## src/include/elink_consts.svh

```systemverilog
`ifndef ELINK_CONSTS_SVH
`define ELINK_CONSTS_SVH

// Register byte addresses
`define REG_CTRL_ADDR 4'h0
`define REG_STATUS_ADDR 4'h4
`define REG_ADDR_W 4

// Control register fields
`define CTRL_EN_BIT 0
`define CTRL_FMT_LSB 4
`define CTRL_FMT_MSB 6
`define CTRL_DLY_LSB 8
`define CTRL_DLY_MSB 11
`define CTRL_W 12
`define CTRL_RESET 12'h000
`define CTRL_BYTE0_MSB 7
`define CTRL_BYTE1_LSB 8

// Status register fields
`define STAT_LANE_LSB 0
`define STAT_LANE_MSB 7
`define STAT_VEC_LSB 8
`define STAT_VEC_MSB 17
`define STAT_TP_BIT 18

// Timing figures
`define BC_PERIOD_NS 25
`define SYS_PERIOD_NS 25
`define TP_STRETCH_BC 32
`define TP_CNT_W 6
`define DLY_MAX_BC 15
`define DLY_DEPTH 16
`define DLY_W 4
`define LANE_W 8
`define LANE_ZERO 8'h00

`endif

```

## src/include/timing_pkg.sv

```systemverilog
package timing_pkg;

  // Decoded timing bits, highest bit first; level1_accept is the lowest bit of the vector
  typedef struct packed {
    logic [1:0] broadcast_type_bits;
    logic [3:0] user_broadcast_bits;
    logic event_count_reset;
    logic bunch_count_reset;
    logic b_channel;
    logic level1_accept;
  } timing_bits_t;

  // Output format codes; implicit values equal the option numbers
  typedef enum logic [2:0] {
    FMT_TWO_BCHAN,
    FMT_FOUR_BASIC,
    FMT_EIGHT_FULL,
    FMT_EIGHT_READOUT,
    FMT_FOUR_BCR_WIDE,
    FMT_TWO_BCR_HALF,
    FMT_UNUSED6,
    FMT_UNUSED7
  } format_t;

  // Avalon-MM slave request and answer
  typedef struct packed {
    logic read;
    logic write;
    logic [3:0] address;
    logic [31:0] writedata;
    logic [3:0] byteenable;
  } avmm_req_t;

  typedef struct packed {
    logic waitrequest;
    logic [31:0] readdata;
  } avmm_rsp_t;

endpackage

```

## src/hw/timing_bit_elink_encoder.sv

```systemverilog
`timescale 1ns/10ps
`include "elink_consts.svh"
//
// Overview of operation
// - Every bunch crossing a fresh selected bit set reaches the lane, fixed latency.
// - No stream handshake or FIFO; input is the decoded timing vector.
// - Bits per crossing are two, four or eight, matching lane width.
// - Whole timing vector is delayed zero to fifteen crossings before encoding.
// - Test pulse is lowest user broadcast bit stretched to 32 crossings.
// - Lane bit zero is sent first, higher positions follow in order.
// - Formats 0, 1 and 2 map B-channel and accept; 1 and 2 add both resets, 2 adds broadcasts.
// - Format 3 maps accept, broadcasts, test pulse, resets and level-0 accept.
// - Format 4 drives bunch reset on all four bits.
// - Format 5 sends bunch reset on bit 1, its delayed copy on bit 0.
// - Orbit reset follows bunch reset by one crossing, lasting two crossings when type bit 1 set.
// - Level-0 accept is a copy of level-1 accept.
// - Delayed bunch reset is bunch reset delayed by exactly one crossing.
// - Broadcast bits pass as single-crossing strobes, except user bit 0, stretched as the test pulse.
// - Three-bit format code equals the option number directly.
// - Encoder works only while its enable is set.
// - Input to lane latency is one crossing; delayed bunch and orbit resets one more.
// - Input carries accept, B-channel, resets, four user and two type bits.
//
module timing_bit_elink_encoder (
  input wire logic sys_clk,
  input wire logic nrst,
  input wire timing_pkg::avmm_req_t avs_req,
  output timing_pkg::avmm_rsp_t avs_rsp,
  input wire timing_pkg::timing_bits_t timing_bits_in,
  output logic [7:0] lane_bits_out
);
  import timing_pkg::*;

  ////////////////////////////////////////////////////////////////////////////////
  // Register bus

  logic ack_q;
  logic [`CTRL_W-1:0] ctrl_q;
  logic [31:0] rdata_q;
  logic [31:0] rdata_d;
  logic [`LANE_W-1:0] lane_q;
  logic tp_active;
  timing_bits_t dly_bits;

  wire req_any = avs_req.read | avs_req.write;
  wire req_done = req_any & ack_q;
  wire hit_ctrl = avs_req.address == `REG_CTRL_ADDR;
  wire hit_status = avs_req.address == `REG_STATUS_ADDR;
  wire wr_ctrl = req_done & avs_req.write & hit_ctrl;
  wire wr_lo = wr_ctrl & avs_req.byteenable[0];
  wire wr_hi = wr_ctrl & avs_req.byteenable[1];

  wire [`CTRL_W-1:0] ctrl_d = {
    wr_hi ? avs_req.writedata[`CTRL_W-1:`CTRL_BYTE1_LSB] : ctrl_q[`CTRL_W-1:`CTRL_BYTE1_LSB],
    wr_lo ? avs_req.writedata[`CTRL_BYTE0_MSB:0] : ctrl_q[`CTRL_BYTE0_MSB:0]
  };

  wire enable = ctrl_q[`CTRL_EN_BIT];
  wire format_t format_select = format_t'(ctrl_q[`CTRL_FMT_MSB:`CTRL_FMT_LSB]);
  wire [`DLY_W-1:0] delay_sel = ctrl_q[`CTRL_DLY_MSB:`CTRL_DLY_LSB];

  wire [31:0] status_word = {13'h0000, tp_active, dly_bits, lane_q};

  assign rdata_d = hit_ctrl ? {20'h00000, ctrl_q} : (hit_status ? status_word : 32'h00000000);
  assign avs_rsp.waitrequest = req_any & ~ack_q;
  assign avs_rsp.readdata = rdata_q;

  always_ff @(posedge sys_clk or negedge nrst) begin
    if (!nrst) begin
      ack_q <= 1'b0;
      ctrl_q <= `CTRL_RESET;
      rdata_q <= 32'h00000000;
    end else begin
      ack_q <= req_any & ~ack_q;
      ctrl_q <= ctrl_d;
      rdata_q <= rdata_d;
    end
  end

  ////////////////////////////////////////////////////////////////////////////////
  // Delay line

  timing_bits_t dly_mem [`DLY_DEPTH];

  // Bits pass through as strobes; no broadcast is held
  assign dly_bits = (delay_sel == `DLY_W'h0) ? timing_bits_in :
                    dly_mem[delay_sel - `DLY_W'h1];

  always_ff @(posedge sys_clk or negedge nrst) begin
    if (!nrst) begin
      for (int i = 0; i < `DLY_DEPTH; i++) begin
        dly_mem[i] <= '0;
      end
    end else begin
      dly_mem[0] <= timing_bits_in;
      for (int i = 1; i < `DLY_DEPTH; i++) begin
        dly_mem[i] <= dly_mem[i-1];
      end
    end
  end

  ////////////////////////////////////////////////////////////////////////////////
  // Derived bits

  logic [`TP_CNT_W-1:0] tp_cnt_q;
  logic [`TP_CNT_W-1:0] tp_cnt_d;
  logic bcr_dly_q;
  logic ocr_wide_q;
  logic ocr_second_q;

  // Pulse high on the strobe crossing and the 31 after it
  assign tp_cnt_d = dly_bits.user_broadcast_bits[0] ? `TP_CNT_W'(`TP_STRETCH_BC - 1) :
                    (tp_cnt_q != '0) ? tp_cnt_q - `TP_CNT_W'h1 : tp_cnt_q;
  assign tp_active = dly_bits.user_broadcast_bits[0] | (tp_cnt_q != '0);

  wire delayed_bunch_reset = bcr_dly_q;
  wire orbit_count_reset = bcr_dly_q | ocr_second_q;
  wire level0_accept = dly_bits.level1_accept;

  always_ff @(posedge sys_clk or negedge nrst) begin
    if (!nrst) begin
      tp_cnt_q <= '0;
      bcr_dly_q <= 1'b0;
      ocr_wide_q <= 1'b0;
      ocr_second_q <= 1'b0;
    end else begin
      tp_cnt_q <= tp_cnt_d;
      bcr_dly_q <= dly_bits.bunch_count_reset;
      ocr_wide_q <= dly_bits.bunch_count_reset & dly_bits.broadcast_type_bits[1];
      ocr_second_q <= ocr_wide_q;
    end
  end

  ////////////////////////////////////////////////////////////////////////////////
  // Format mapping

  // Bit 0 is the first bit on the serial lane
  wire [7:0] map_two = {6'h00, dly_bits.b_channel, dly_bits.level1_accept};
  wire [7:0] map_four = {4'h0, dly_bits.b_channel, dly_bits.event_count_reset,
                         dly_bits.bunch_count_reset, dly_bits.level1_accept};
  wire [7:0] map_eight = {dly_bits.b_channel, dly_bits.user_broadcast_bits,
                          dly_bits.event_count_reset, dly_bits.bunch_count_reset,
                          dly_bits.level1_accept};
  wire [7:0] map_readout = {dly_bits.level1_accept, dly_bits.user_broadcast_bits[1],
                            tp_active, dly_bits.event_count_reset, orbit_count_reset,
                            level0_accept, dly_bits.user_broadcast_bits[3],
                            dly_bits.user_broadcast_bits[2]};
  wire [7:0] map_bcr_wide = {4'h0, {4{dly_bits.bunch_count_reset}}};
  wire [7:0] map_bcr_half = {6'h00, dly_bits.bunch_count_reset, delayed_bunch_reset};

  logic [`LANE_W-1:0] lane_d;

  always_comb begin
    case (format_select)
      FMT_TWO_BCHAN: lane_d = map_two;
      FMT_FOUR_BASIC: lane_d = map_four;
      FMT_EIGHT_FULL: lane_d = map_eight;
      FMT_EIGHT_READOUT: lane_d = map_readout;
      FMT_FOUR_BCR_WIDE: lane_d = map_bcr_wide;
      FMT_TWO_BCR_HALF: lane_d = map_bcr_half;
      default: lane_d = `LANE_ZERO;
    endcase
    if (!enable) begin
      lane_d = `LANE_ZERO;
    end
  end

  // One register stage from input to lane, every crossing
  always_ff @(posedge sys_clk or negedge nrst) begin
    if (!nrst) begin
      lane_q <= `LANE_ZERO;
    end else begin
      lane_q <= lane_d;
    end
  end

  assign lane_bits_out = lane_q;

endmodule

```

## config.mk

```make
export PLATFORM = sky130hd
export DESIGN_NAME = timing_bit_elink_encoder
export DESIGN_NICKNAME = d
export VERILOG_FILES = /design/src/include/timing_pkg.sv /design/src/hw/timing_bit_elink_encoder.sv
export VERILOG_INCLUDE_DIRS = /design/src /design/src/include
export SDC_FILE = /design/constraint.sdc
export NUM_CORES = 1
export LEC_CHECK = 0
export ABC_AREA = 1
export BUFFER_PORTS_ARGS = -buffer_cell sky130_fd_sc_hd__buf_2
export CELL_PAD_IN_SITES_DETAIL_PLACEMENT = 1
export CELL_PAD_IN_SITES_GLOBAL_PLACEMENT = 1
export CORE_MARGIN = 8
export CORE_UTILIZATION = 49
export CTS_CLUSTER_SIZE = 16
export DETAILED_ROUTE_END_ITERATION = 6
export PLACE_DENSITY = 0.88
export REMOVE_ABC_BUFFERS = 1
export SLEW_MARGIN = 20
export SYNTH_ARGS = -nofsm -noshare
export SYNTH_HDL_FRONTEND = slang
export SYNTH_SLANG_ARGS = --single-unit
export TNS_END_PERCENT = 1
```

## constraint.sdc

```tcl
create_clock -name sys_clk -period 4.3 [get_ports sys_clk]
set_input_delay 0.645 -clock sys_clk [delete_from_list [all_inputs] [get_ports sys_clk]]
set_output_delay 0.645 -clock sys_clk [all_outputs]
set_load 0.02 [all_outputs]
```

---- Word-level counts from Yosys, hierarchy flattened ----
Index checks and enable logic that the tools add are counted.
cells by class
  add/sub/neg operators ................... 2
  $lt $le $gt $ge ......................... 1
  equal/unequal tests ..................... 6
  mux-type cells .......................... 10
  bitwise gates (word level) .............. 12
  reduce and logical (&&, ||, !) cells .... 5
operator list
  operator             number
  $pmux 8 s6           1
  $bmux 10 s4          1
  $mux 19              2
  $mux 10              3
  $mux 6               2
  $logic_not 4->1      2
  $mux 8               1
  $and 1x1->1          7
  $eq 3x2->1 const B   2
  $eq 3x3->1 const B   2
  $reduce_bool 6->1    1
  $sub 6x1->6 const B  1
  $ge 5x5->1 const B   1
  $not 4->5            1
  $eq 4x3->1 const B   1
  $sub 4x1->4 const B  1
  $eq 3x1->1 const B   1
  $logic_not 3->1      1
  $or 1x1->1           3
  $reduce_bool 2->1    1
  $not 1->1            1
word-level totals
  flip-flop bits (word level) ............. 209

---- Logic depth before layout (Yosys ltp) ----
Gate-level depths: netlist (run 1).
  word-level depth ........................ 9
  gate-level depth with buffers ........... 18
  depth with buffers taken out ............ 14

---- Worst setup path before layout (run 1) ----
OpenSTA, ideal clock, no wires.
  path kind ............................... register to register
  from .................................... register ctrl_q[8]
  to ...................................... register lane_q[0] (netlist: lane_bits_out[0])
  data arrival time ....................... 2.065 ns
  data required time ...................... 4.179 ns
  slack ................................... 2.114 ns
  stages on the path, launching flop included .. 17
  buffers on the path ..................... 4
  clock period less this slack ............ 2.186 ns
  path through ............................ dfrtp_1 buf_6 inv_6 buf_4 buf_4 ha_1 inv_2 clkbuf_1 nand3_1 nand3_1 nand3_1 nand2_1 nand2_1 nand3_1 nand2_1 nor2_1 nor2_1
on the way
  cells in the longest elaborated chain, start to end .. 8
RTL lines
  what                    line                             RTL
  start, declared         timing_bit_elink_encoder.sv:38   logic [`CTRL_W-1:0] ctrl_q;
  start signal, assigned  timing_bit_elink_encoder.sv:71   ctrl_q <= `CTRL_RESET;
  start signal, assigned  timing_bit_elink_encoder.sv:75   ctrl_q <= ctrl_d;
  $sub 4x1->4             timing_bit_elink_encoder.sv:87   dly_mem[delay_sel - `DLY_W'h1];
  $not 4->5               timing_bit_elink_encoder.sv:87
  $bmux 10 s4             timing_bit_elink_encoder.sv:87
  $mux 10 (2 in series)   timing_bit_elink_encoder.sv:87
  $mux 10 *               timing_bit_elink_encoder.sv:86   assign dly_bits = (delay_sel == `DLY_W'h0) ? timing_bits_in :
  $pmux 8 s6 *            timing_bit_elink_encoder.sv:154  case (format_select)
  $mux 8 *                timing_bit_elink_encoder.sv:163  if (!enable) begin
  net lane_d[0]           timing_bit_elink_encoder.sv:151  logic [`LANE_W-1:0] lane_d;
  end signal, assigned    timing_bit_elink_encoder.sv:171  lane_q <= `LANE_ZERO;
  end signal, assigned    timing_bit_elink_encoder.sv:173  lane_q <= lane_d;
  end, declared           timing_bit_elink_encoder.sv:41   logic [`LANE_W-1:0] lane_q;
The timed path passes the listed nets; every way through them passes the cells marked *. The select of a mux whose other input is x is not followed.
A chain may end at the register's enable or synchronous reset.

---- Worst setup path in the final report (run 1) ----
Same ends and word-level chain as after synthesis.

==> results of run 1 <==
==> critical path: stages, from the launching register on <==
cell,delay (ns)
dfrtp_2,0.43
inv_6,0.06
buf_4,0.67
nand4_1,0.25
nand2_2,0.36
nand3_1,0.21
nand2_1,0.12
nand2_1,0.10
nand3_1,0.20
nand2_1,0.08
nor2_1,0.14
nor2_1,0.07
==> flip-flops by register name, summed over array words and instances (netlist names), 6 cells and up <==
register,cells
tp_cnt_q,6
dly_mem,160
rdata_q,19
lane_bits_out,8
ctrl_q,12
==> worst max path at each step <==
stage | startpoint | to | cells past startpoint
3_3_place_gp | ctrl_q[8] | lane_bits_out[0] | 11
3_5_place_dp | ctrl_q[8] | lane_bits_out[0] | 11
4_1_cts | ctrl_q[8] | lane_bits_out[0] | 11
5_1_grt | ctrl_q[8] | lane_bits_out[0] | 11
2_1_floorplan | ctrl_q[8] | lane_bits_out[5] | 11
6_report | ctrl_q[8] | lane_bits_out[0] | 11
==> power groups by stage <==
stage | combinational [mW] | clock [mW] | sequential [mW]
3_3_place_gp | 0.794 | 0 | 2.21
2_1_floorplan | 0.486 | 0 | 2.24
4_1_cts | 0.856 | 1.95 | 2.19
5_1_grt | 0.946 | 2.02 | 2.20
3_5_place_dp | 0.827 | 0 | 2.22
6_report | 0.857 | 1.93 | 2.19
==> metal layers <==
layer / track usage / part of all wire / vias up
met4: 0.100 / 0.036 / 0
met5: 0 / 0 / -
met2: 0.385 / 0.50 / 191
met1: 0.263 / 0.40 / 2975
li1: - / - / 2590
met3: 0.0534 / 0.063 / 67
==> kinds of logic (layout without fill, tap and decap cells) <==
kind of cell    count (synthesis)  count (layout)  share of synthesized area
xor+xnor                        2               2                    0.00218
compound gates                 71              71                     0.0506
other cells                     1              13                   0.000468
buf+inv                        92             147                     0.0654
mux                             4               4                    0.00562
simple gates                  390             390                      0.217
fa+ha+maj                       4               4                    0.00624
flops                         209             209                      0.652
==> final cells by class <==
class / count / area (µm²)
Clock buffer: 31 / 616
Sequential cell: 209 / 5230
Inverter: 45 / 174
Timing Repair Buffer: 66 / 357
Tap cell: 216 / 270
Multi-Input combinational cell: 484 / 2320
Fill cell: 1736 / 6880
Clock inverter: 5 / 100
==> stage by stage <==
step | setup WS (ns) | utilization | std cells
finish | 1.45 | 0.569 | 1056
global route | 1.24 | 0.569 | 1056
CTS | 1.42 | 0.569 | 1056
detailed placement | 1.55 | 0.524 | 1020
global placement | 1.67 | 0.524 | 1020
floorplan | -0.0886 | - | 738
==> placed cells by master (no fill, tap or decap), types with 2 or more instances in the layout <==
| cell | instances |
|---|---|
| dfrtp_1 | 208 |
| nand2_1 | 181 |
| nand3_1 | 118 |
| nor2_1 | 60 |
| buf_2 | 58 |
| inv_1 | 39 |
| o21ai_0 | 26 |
| clkbuf_16 | 23 |
| a21oi_1 | 21 |
| conb_1 | 13 |
| o211ai_1 | 9 |
| or2_2 | 8 |
| o21ai_1 | 7 |
| clkbuf_1 | 7 |
| buf_4 | 7 |
| nand3_2 | 6 |
| inv_2 | 4 |
| nand2_2 | 4 |
| a32o_1 | 4 |
| ha_1 | 4 |
| nor2_2 | 3 |
| bufinv_16 | 3 |
| nand2_4 | 2 |
| nand4_1 | 2 |
| nor3_2 | 2 |
| o22ai_1 | 2 |
| a22oi_1 | 2 |
| mux2_1 | 2 |
| mux2_2 | 2 |
| clkinv_2 | 2 |
| clkbuf_8 | 2 |
==> summary.md, run 1 <==
| Metric | Value |
|---|---|
| Final hold violations | 0 |
| Post-synth top cells | 209 x dfrtp_1, 181 x nand2_1, 118 x nand3_1 |
| Reg power frac | 0.441 |
| Depth of the CTS H-tree | 1 |
| Worst-margin pin slew | 0.973 ns |
| Core Box Area | roughly 0.016 mm² |
| Clk buf depth | 3 |
| Vias in the first global route | about 6,700 |
| Hold slack final | ~0.26 ns |
| Max Clock Skew | approximately 0.0094 ns |
| Maximum fanout along the worst path | 80 |
| R2R cell count | 11 |
| Worst reg2reg endpoint | lane_bits_out[0] |
| YS warnings | 0 |
| N_diodes | 0 |
| Initial antenna violation count | 0 |
| Total Routing Usage GR | 0.225 |
| Pin count of the biggest net entering global routing | 108 |
| RSZ-0062 raised after global routing | false |
| Hold-fix buffers, CTS | 0 |
| Post-CTS sizing | 0 |
| Crit share post-route | 0.662 |
| CTS tree | built |
| DRC | 0 |
| Highest clock rate | about 350 MHz |
| DR vias | about 5,800 |
| Die height | 144 µm |
| Vias per inst | about 5.5 |
| Fraction of layout instances using a drive strength above 1 | 0.155 |
| Required time of the critical path | 4.67 ns |
| Initial DRC Count | 378 |
| Root Buffer | clkbuf_16 |
| Sequential share of the synthesized area | 0.652 |
| Psw | 1.46 mW |
| EDFF count, synth | 0 |
| Int Power | roughly 3.5 mW |
| Antenna-violating nets left | 0 |
| Total power | about 5.0 mW |
| Setup Crit Path Kind | flop to flop |
| Largest area contributor in the netlist | dfrtp_1 |
| Synth top area share | 0.652 |
| Final Critical Period | approximately 2.8 ns |
| Final setup viols | 0 |
| Pins Over Slew Limit | 0 |
| Worst path arrival time | between 3 and 4 ns |
| TNS Setup | 0 ns |
| Post-synth top flop | dfrtp_1 |
| Drt first pass iters | 4 |
| Die X | roughly 140 µm |
| CTS Buf Count | 22 |
| I/O Pins | 95 |
| Synth Register Bits | 209 |
| Placed inst area | about 0.0083 mm² |
| CTS Sinks | approximately 210 |
| Top-count cell post-synth | dfrtp_1 |
| Syn avg cell area | slightly above 10 µm² |
| GP Congestion | about 0.9 |
| # rows | 46 |
| Distinct cells, synth | 37 |
| Starting Density | 0.503 |
| Global-route wire length before repair | 36,200 µm |
| Clk Latency, worst-skew pair | about 0.50 ns |
| Detailed placement HPWL | 12,900 µm |
| Worst reg2reg setup slack | ~1.5 ns |
| Critical R2R Launch | ctrl_q[8] |
| Top cells by area, synth | dfrtp_1 65%, nand2_1 8.5%, nand3_1 7.4% |
| Clock Power Share | 0.387 |
| Grt ovf | 0 |
| Port bufs | just under 60 |
| Maximum VDD drop | around 0.00036 V |
| Slew HR | 0.350 |
| # Post-CTS Setup Buffers | 0 |
| Cells after Synth | roughly 770 |
| Pwr per Cell Area | 549 mW/mm² |
| Max Cap Viol | 0 |
| Layout net count | 886 |
| Die area | 0.0207 mm² |
| Synth async-reset ratio | 1.00 |
| Status | completed |
| Combinational share of power | 0.172 |
| Hold Path Class | primary input to async pin |
| Crit. End Element | flop |
| Static leakage | 4.44 nW |
| Netlist Area Pre-Place | 0.00802 mm² |
| Switching part of the total | 0.294 |
| Drt total wl | between 20,000 and 25,000 µm |
| CP Launch Type | flop |
| Area grow syn2layout | 13.0% |
| Reg clk slew, reported paths | approximately 0.07 ns |
| Routed len/inst | roughly 21 µm |
| Design area | 0.00906 mm² |
No activity file was read; power rests on OpenSTA's default activity.
==> inputs of run 2 (changes only) <==
--- a/config.mk
+++ b/config.mk
@@ -11,10 +11,10 @@
 export CELL_PAD_IN_SITES_DETAIL_PLACEMENT = 1
 export CELL_PAD_IN_SITES_GLOBAL_PLACEMENT = 1
 export CORE_MARGIN = 8
-export CORE_UTILIZATION = 49
+export CORE_UTILIZATION = 41
 export CTS_CLUSTER_SIZE = 16
 export DETAILED_ROUTE_END_ITERATION = 6
-export PLACE_DENSITY = 0.88
+export PLACE_DENSITY = 0.79
 export REMOVE_ABC_BUFFERS = 1
 export SLEW_MARGIN = 20
 export SYNTH_ARGS = -nofsm -noshare
==> constraint.sdc (replaced) <==
create_clock -name sys_clk -period 2.4 [get_ports sys_clk]
set_input_delay 0.36 -clock sys_clk [delete_from_list [all_inputs] [get_ports sys_clk]]
set_output_delay 0.36 -clock sys_clk [all_outputs]
set_load 0.02 [all_outputs]
==> run 2 against run 1 <==
Setup slack worse by 1.3 ns. Clock skew is 0.0042 ns higher. Die area is 17% higher. Via count is 2.9% lower. Global-route usage is 4.9 points lower. Maximum frequency is 29% higher. Clock-buffer cell count is 1 higher. Cell area is 3.8% higher. First-iteration DRC count is 0.26% lower. Wire length is 7.6% lower. Worst hold slack worse by 0.19 ns. Register-to-register slack worse by 1.3 ns. Critical endpoint is now lane_bits_out[5]. Largest cell class unchanged.
==> summary.md, run 2 (synthesis gave the netlist of run 1 again) <==
| Metric | Value |
|---|---|
| Status | completed (unchanged) |
| Design area | 0.00941 mm² (was 0.00906 mm²) |
| Required time of the critical path | 2.77 ns (was 4.67 ns) |
| CTS tree | built (unchanged) |
| Initial antenna violation count | 0 (unchanged) |
| Filler cell count | 2,137 (was 1,736) |
| Global-route wire length before repair | 34,300 µm (was 36,200 µm) |
| # rows | 51 (was 46) |
| Worst-margin pin slew | 0.562 ns (was 0.973 ns) |
| Initial DRC Count | 377 (was 378) |
| Layout net count | 908 (was 886) |
| Final hold violations | 0 (unchanged) |
| Final setup viols | 0 (unchanged) |
| Crit share post-route | 0.923 (was 0.662) |
| Largest register FFs | 160 (unchanged) |
| I/O Pins | 95 (unchanged) |
| Clk Latency, worst-skew pair | 0.50 ns (about the same) |
| Commonest non-fill, non-tap cell in the layout | dfrtp_1 (unchanged) |
| Worst path arrival time | 2.58 ns (was 3.22 ns) |
| Combinational share of power | 0.182 (was 0.172) |
| Reg clk slew, reported paths | 0.06 ns (was 0.07 ns) |
| Crit. End Element | flop (unchanged) |
| Psw | 2.59 mW (was 1.46 mW) |
| Maximum fanout along the worst path | 18 (was 80) |
| DRC | 0 (unchanged) |
| Pins Over Slew Limit | 0 (unchanged) |
| CP Launch Type | flop (unchanged) |
| GP Congestion | 0.807 (was 0.903) |
| Slew HR | 0.626 (was 0.350) |
| Routed len/inst | 18.0 µm (was 20.8 µm) |
| Pin count of the biggest net entering global routing | 86 (was 108) |
| Total power | 8.87 mW (was 4.97 mW) |
| Die area | 0.0243 mm² (was 0.0207 mm²) |
| Vias in the first global route | 6,459 (was 6,719) |
| Hold Path Class | primary input to flop (was primary input to async pin) |
| Reg power frac | 0.442 (was 0.441) |
| Static leakage | 4.58 nW (was 4.44 nW) |
| Drt first pass iters | 4 (unchanged) |
| N_diodes | 0 (unchanged) |
| Maximum VDD drop | 0.000534 V (was 0.000360 V) |
| Starting Density | 0.415 (was 0.503) |
| RSZ-0062 raised after global routing | true (was false) |
| Die height | 156 µm (was 144 µm) |
| Core Box Area | 0.0193 mm² (was 0.0159 mm²) |
| Setup Crit Path Kind | flop to flop (unchanged) |
| # Post-CTS Setup Buffers | 0 (unchanged) |
| Port bufs | 59 (unchanged) |
| Largest register by flop count | dly_mem (unchanged) |
| Clk buf depth | 3 (unchanged) |
| Grt ovf | 0 (unchanged) |
| Final Critical Period | 2.22 ns (was 2.85 ns) |
| CTS Sinks | 209 (unchanged) |
| Detailed placement HPWL | 12,700 µm (was 12,900 µm) |
| Drt total wl | 20,300 µm (was 22,000 µm) |
| Vias per inst | 5.00 (was 5.51) |
| CTS Buf Count | 22 (unchanged) |
| DR vias | 5,657 (was 5,823) |
| Depth of the CTS H-tree | 1 (unchanged) |
| Switching part of the total | 0.292 (was 0.294) |
| Fraction of layout instances using a drive strength above 1 | 0.171 (was 0.155) |
| Clock Power Share | 0.376 (was 0.387) |
| Antenna-violating nets left | 0 (unchanged) |
| Most frequent cells in the layout | 208 x dfrtp_1, 181 x nand2_1, 118 x nand3_1, 60 x nor2_1, 58 x buf_2 (unchanged) |
| Post-layout util | 0.486 (was 0.569) |
| Area grow syn2layout | 17.3% (was 13.0%) |
| Max Clock Skew | 0.0136 ns (was 0.00936 ns) |
| Max Cap Viol | 0 (unchanged) |
| Highest clock rate | 451 MHz (was 351 MHz) |
| Largest regs | dly_mem x160, rdata_q x19, ctrl_q x12 (unchanged) |
| Root Buffer | clkbuf_16 (unchanged) |
| Die X | 156 µm (was 144 µm) |
| Int Power | 6.28 mW (was 3.51 mW) |
| Placed inst area | 0.00857 mm² (was 0.00835 mm²) |
| Pwr per Cell Area | 943 mW/mm² (was 549 mW/mm²) |
| Total Routing Usage GR | 0.175 (was 0.225) |
[run 2: cell types whose count changed in the layout (fill, tap and decap cells not counted)]
cell / previous run / this run
dlygate4sd3_1: 0 / 11
buf_12: 0 / 6
clkinv_2: 2 / 7
buf_6: 0 / 3
clkbuf_8: 2 / 5
buf_4: 7 / 9
bufinv_16: 3 / 1
clkbuf_1: 7 / 5
ha_1: 4 / 3
ha_2: 0 / 1
[run 2: layout make-up]
class	instances	area, µm²	area share
flip-flops and latches	209	5230	0.556
multi-input cells	484	2320	0.247
clock buffers	32	649	0.0690
repair buffers	88	636	0.0676
well taps	265	332	0.0353
inverters	45	174	0.0185
clock inverters	8	65.1	0.00692
[run 2: power groups by stage]
stage	Clock [mW]	Sequential [mW]	Combinational [mW]
5_1_grt	3.55	3.95	1.82
2_1_floorplan	0	4.01	0.871
3_5_place_dp	0	3.98	1.57
3_3_place_gp	0	3.96	1.53
4_1_cts	3.41	3.92	1.62
6_report	3.33	3.92	1.62
[run 2: routing by layer]
| metal | wire length, µm | global-route usage | share of wire |
|---|---|---|---|
| met4 | 341 | 0.0444 | 0.017 |
| met5 | 0 | 0 | 0 |
| met3 | 893 | 0.0338 | 0.044 |
| met2 | 10100 | 0.301 | 0.50 |
| met1 | 8970 | 0.223 | 0.44 |
[run 2: worst max-delay path: stages (launching register included)]
cell,delay (ns)
dfrtp_2,0.44
inv_6,0.09
ha_2,0.18
inv_1,0.05
nand2_2,0.07
nand2_4,0.05
inv_2,0.36
nand3_1,0.17
nand3_1,0.14
nand3_2,0.13
nand2_2,0.18
nand2_1,0.07
nand2_1,0.07
a21oi_1,0.07
[run 2: worst paths after layout]
kind | start | cells past startpoint | end | slack, ns
max | ctrl_q[8] | 13 | lane_bits_out[5] | 0.18
min | avs_req[7] | 2 | ctrl_q[3] | 0.06
max reg2reg | ctrl_q[8] | 13 | lane_bits_out[5] | 0.18
min reg2reg | dly_mem[26] | 0 | dly_mem[16] | 0.37
max in group asynchronous | nrst | 3 | ctrl_q[8] | 1.22
min in group asynchronous | nrst | 2 | dly_mem[6] | 0.45
[run 2: stage by stage]
stage	setup TNS (ns)	instances	worst slack, ns	hold slack (ns)
finish	0	1131	0.185	0.0622
floorplan	-50.84	738	-1.99	0.0644
global placement	0	1080	0.228	0.335
global route	-0.0158	1131	-0.0158	0.0606
detailed placement	0	1080	0.142	0.357
CTS	0	1131	0.0580	0.0491
[run 2: what timing repair did]
item | in CTS | in global routing
gates resized for setup | 0 | 4
endpoints found under the hold margin | 73 | 0
hold buffers | 11 | 0
endpoints found under the setup margin | 0 | 3
==> inputs of run 3 (changes only) <==
--- a/config.mk
+++ b/config.mk
@@ -7,14 +7,13 @@
 export NUM_CORES = 1
 export LEC_CHECK = 0
 export ABC_AREA = 1
+export ABC_CLOCK_PERIOD_IN_PS = 2350
 export BUFFER_PORTS_ARGS = -buffer_cell sky130_fd_sc_hd__buf_2
-export CELL_PAD_IN_SITES_DETAIL_PLACEMENT = 1
-export CELL_PAD_IN_SITES_GLOBAL_PLACEMENT = 1
 export CORE_MARGIN = 8
-export CORE_UTILIZATION = 41
+export CORE_UTILIZATION = 58
 export CTS_CLUSTER_SIZE = 16
 export DETAILED_ROUTE_END_ITERATION = 6
-export PLACE_DENSITY = 0.79
+export PLACE_DENSITY = 0.83
 export REMOVE_ABC_BUFFERS = 1
 export SLEW_MARGIN = 20
 export SYNTH_ARGS = -nofsm -noshare
==> constraint.sdc (replaced) <==
create_clock -name sys_clk -period 2.35 [get_ports sys_clk]
set_input_delay 0.3525 -clock sys_clk [delete_from_list [all_inputs] [get_ports sys_clk]]
set_output_delay 0.3525 -clock sys_clk [all_outputs]
set_load 0.02 [all_outputs]
==> run 3 against run 2 <==
Cell area shrank 1.7%. Global-route usage rose by 2.7 points. Clock skew is 0.0049 ns lower. Worst hold slack better by 0.021 ns. Clock power about the same. Largest cell class unchanged. Setup slack better by 0.011 ns. Flip-flop and latch count unchanged. Critical path type unchanged. Sequential share of layout area grew 0.98 points. Core utilization up 19 points. Final cell count is 8.0% lower.
==> summary.md, run 3 (synthesis gave the netlist of run 1 again) <==
| Metric | Value |
|---|---|
| Depth of the CTS H-tree | 1 (unchanged) |
| Antenna-violating nets left | 0 (unchanged) |
| Post-route setup slack | 0.196 ns (was 0.185 ns) |
| Placed inst area | 0.00843 mm² (was 0.00857 mm²) |
| Crit. End Element | flop (unchanged) |
| Hold slack final | 0.0830 ns (was 0.0622 ns) |
| Crit share post-route | 0.917 (was 0.923) |
| Most frequent cells in the layout | 208 x dfrtp_1, 181 x nand2_1, 118 x nand3_1, 60 x nor2_1, 58 x buf_2 (unchanged) |
| Required time of the critical path | 2.71 ns (was 2.77 ns) |
| Pins Over Slew Limit | 0 (unchanged) |
| Pre-CTS setup slack | 0.197 ns (was 0.142 ns) |
| CTS Buf Count | 21 (was 22) |
| Post-layout util | 0.674 (was 0.486) |
| CP max-delay cell | dfrtp_2 (unchanged) |
| Starting Density | 0.584 (was 0.415) |
| Drt first pass iters | 5 (was 4) |
| Maximum fanout along the worst path | 21 (was 18) |
| Worst path arrival time | 2.52 ns (was 2.58 ns) |
| Largest register FFs | 160 (unchanged) |
| Worst reg2reg endpoint | lane_bits_out[0] (was lane_bits_out[5]) |
| Critical path launch point | ctrl_q[8] (unchanged) |
| Pwr per Cell Area | 961 mW/mm² (was 943 mW/mm²) |
| Grt ovf | 0 (unchanged) |
| Hold Path Class | primary input to flop (unchanged) |
| Global-route wire length before repair | 29,700 µm (was 34,300 µm) |
| Critical path, cell by cell | inv_6 > ha_1 > inv_2 > buf_6 > nand3_1 > nand3_1 > nand3_1 > nand2_1 > nand2_1 > nand3_1 > nand2_1 > nor2_1 > nor2_1 (was inv_6 > ha_2 > inv_1 > nand2_2 > nand2_4 > inv_2 > nand3_1 > nand3_1 > nand3_2 > nand2_2 > nand2_1 > nand2_1 > a21oi_1) |
| Multi-input logic area | 0.00232 mm² (about the same) |
| Die area | 0.0178 mm² (was 0.0243 mm²) |
| Max Cap Viol | 0 (unchanged) |
| Hold path depth | 2 (unchanged) |
| Crit-path most repeated cell | nand3_1 |
| RSZ-0062 raised after global routing | false (was true) |
| Status | completed (unchanged) |
| Slew HR | 0.609 (was 0.626) |
| Total Routing Usage GR | 0.202 (was 0.175) |
| Drt total wl | 17,800 µm (was 20,300 µm) |
| Initial antenna violation count | 0 (unchanged) |
| Global routing usage on met1 | 0.264 (was 0.223) |
| Layout net count | 905 (was 908) |
| Final hold violations | 0 (unchanged) |
| Largest regs | dly_mem x160, rdata_q x19, ctrl_q x12 (unchanged) |
| Max Clock Skew | 0.00869 ns (was 0.0136 ns) |
| M2 GR Usage | 0.333 (was 0.301) |
| I/O Pins | 95 (unchanged) |
| # rows | 43 (was 51) |
| Core Box Area | 0.0137 mm² (was 0.0193 mm²) |
| Worst reg2reg setup slack | 0.20 ns (was 0.18 ns) |
| Worst path bufs/invs | 3 (unchanged) |
| Global route hottest layer | met2 (unchanged) |
| Design area | 0.00924 mm² (was 0.00941 mm²) |
| GP Congestion | 0.823 (was 0.807) |
| Final Critical Period | 2.15 ns (was 2.22 ns) |
| Final setup viols | 0 (unchanged) |
| Port bufs | 59 (unchanged) |
| N_diodes | 0 (unchanged) |
| Maximum VDD drop | 0.000663 V (was 0.000534 V) |
| Die X | 134 µm (was 156 µm) |
| # Post-CTS Setup Buffers | 0 (unchanged) |
| Total power | 8.88 mW (was 8.87 mW) |
| DR vias | 5,670 (was 5,657) |
| DRC | 0 (unchanged) |
| Reg clk slew, reported paths | 0.06 ns (about the same) |
| Pin count of the biggest net entering global routing | 86 (unchanged) |
| CP Launch Type | flop (unchanged) |
| R2R cell count | 13 (unchanged) |
| CTS tree | built (unchanged) |
| Fraction of layout instances using a drive strength above 1 | 0.167 (was 0.171) |
| Setup Crit Path Kind | flop to flop (unchanged) |
| Met3 usage | 0.0512 (was 0.0338) |
| Worst-margin pin slew | 0.586 ns (was 0.562 ns) |
| Critical R2R Launch | ctrl_q[8] (unchanged) |
| Family with the most delay on the worst path | simple AND/OR/NAND/NOR gates (unchanged) |
| Root Buffer | clkbuf_16 (unchanged) |
| Initial DRC Count | 414 (was 377) |
| Commonest non-fill, non-tap cell in the layout | dfrtp_1 (unchanged) |
| Static leakage | 4.55 nW (was 4.58 nW) |
| Detailed placement HPWL | 10,600 µm (was 12,700 µm) |
| Clk Latency, worst-skew pair | 0.48 ns (was 0.50 ns) |
| Hold Crit Start | avs_req[6] (was avs_req[7]) |
| Area grow syn2layout | 15.3% (was 17.3%) |
| Vias in the first global route | 5,973 (was 6,459) |
| Die height | 134 µm (was 156 µm) |
| Clk buf depth | 3 (unchanged) |
| Worst Hold Endpoint | ctrl_q[2] (was ctrl_q[3]) |
| CTS Sinks | 209 (unchanged) |
| Reg area | 0.00523 mm² (unchanged) |
| Slowest stage delay, CP | 0.42 ns (was 0.44 ns) |
| Largest register by flop count | dly_mem (unchanged) |
| Filler cell count | 990 (was 2,137) |
| Highest clock rate | 464 MHz (was 451 MHz) |
| Routed len/inst | 17.1 µm (was 18.0 µm) |
| Vias per inst | 5.45 (was 5.00) |
## run 3: cell count changes in the layout (fill, tap and decap cells not counted), sizes merged
cell    change
clkinv      -3
buf         -2
clkbuf      -1
## run 3: final cells by class
type | instances | share of cell area
Sequential cell | 209 | 0.566
Clock inverter | 5 | 0.00541
Inverter | 45 | 0.0191
Multi-Input combinational cell | 484 | 0.251
Clock buffer | 31 | 0.0696
Timing Repair Buffer | 86 | 0.0650
Tap cell | 180 | 0.0244
## run 3: timing repair
action                                  in CTS  in global routing
endpoints found under the setup margin       0                  3
resized for setup                            0                  3
endpoints found under the hold margin       76                  1
hold buffers                                10                  1
## run 3: stage by stage
step | std cells | TNS [ns]
after floorplan | 738 | -52.19
after global placement | 993 | 0
after detailed placement | 993 | 0
after CTS | 1039 | 0
after global routing | 1040 | 0
final | 1040 | 0
## run 3: worst max-delay path by stage
stage	endpoint	slack, ns	cells after the start
finish	lane_bits_out[0]	0.20	13
global route	lane_bits_out[0]	0.02	13
CTS	lane_bits_out[0]	0.13	13
detailed placement	lane_bits_out[6]	0.20	9
global placement	lane_bits_out[3]	0.24	13
floorplan	lane_bits_out[5]	-2.04	11
## run 3: per-layer routing
layer / part of all wire / up-vias
met2: 0.50 / 186
met3: 0.073 / 33
li1: - / 2635
met4: 0.016 / 0
met5: 0 / -
met1: 0.42 / 2816
## run 3: report_power, final
part	leakage, nW	switching (mW)	internal [mW]
registers	2.48	0.151	3.85
logic	1.73	1.06	0.503
clock network	0.348	1.33	1.99
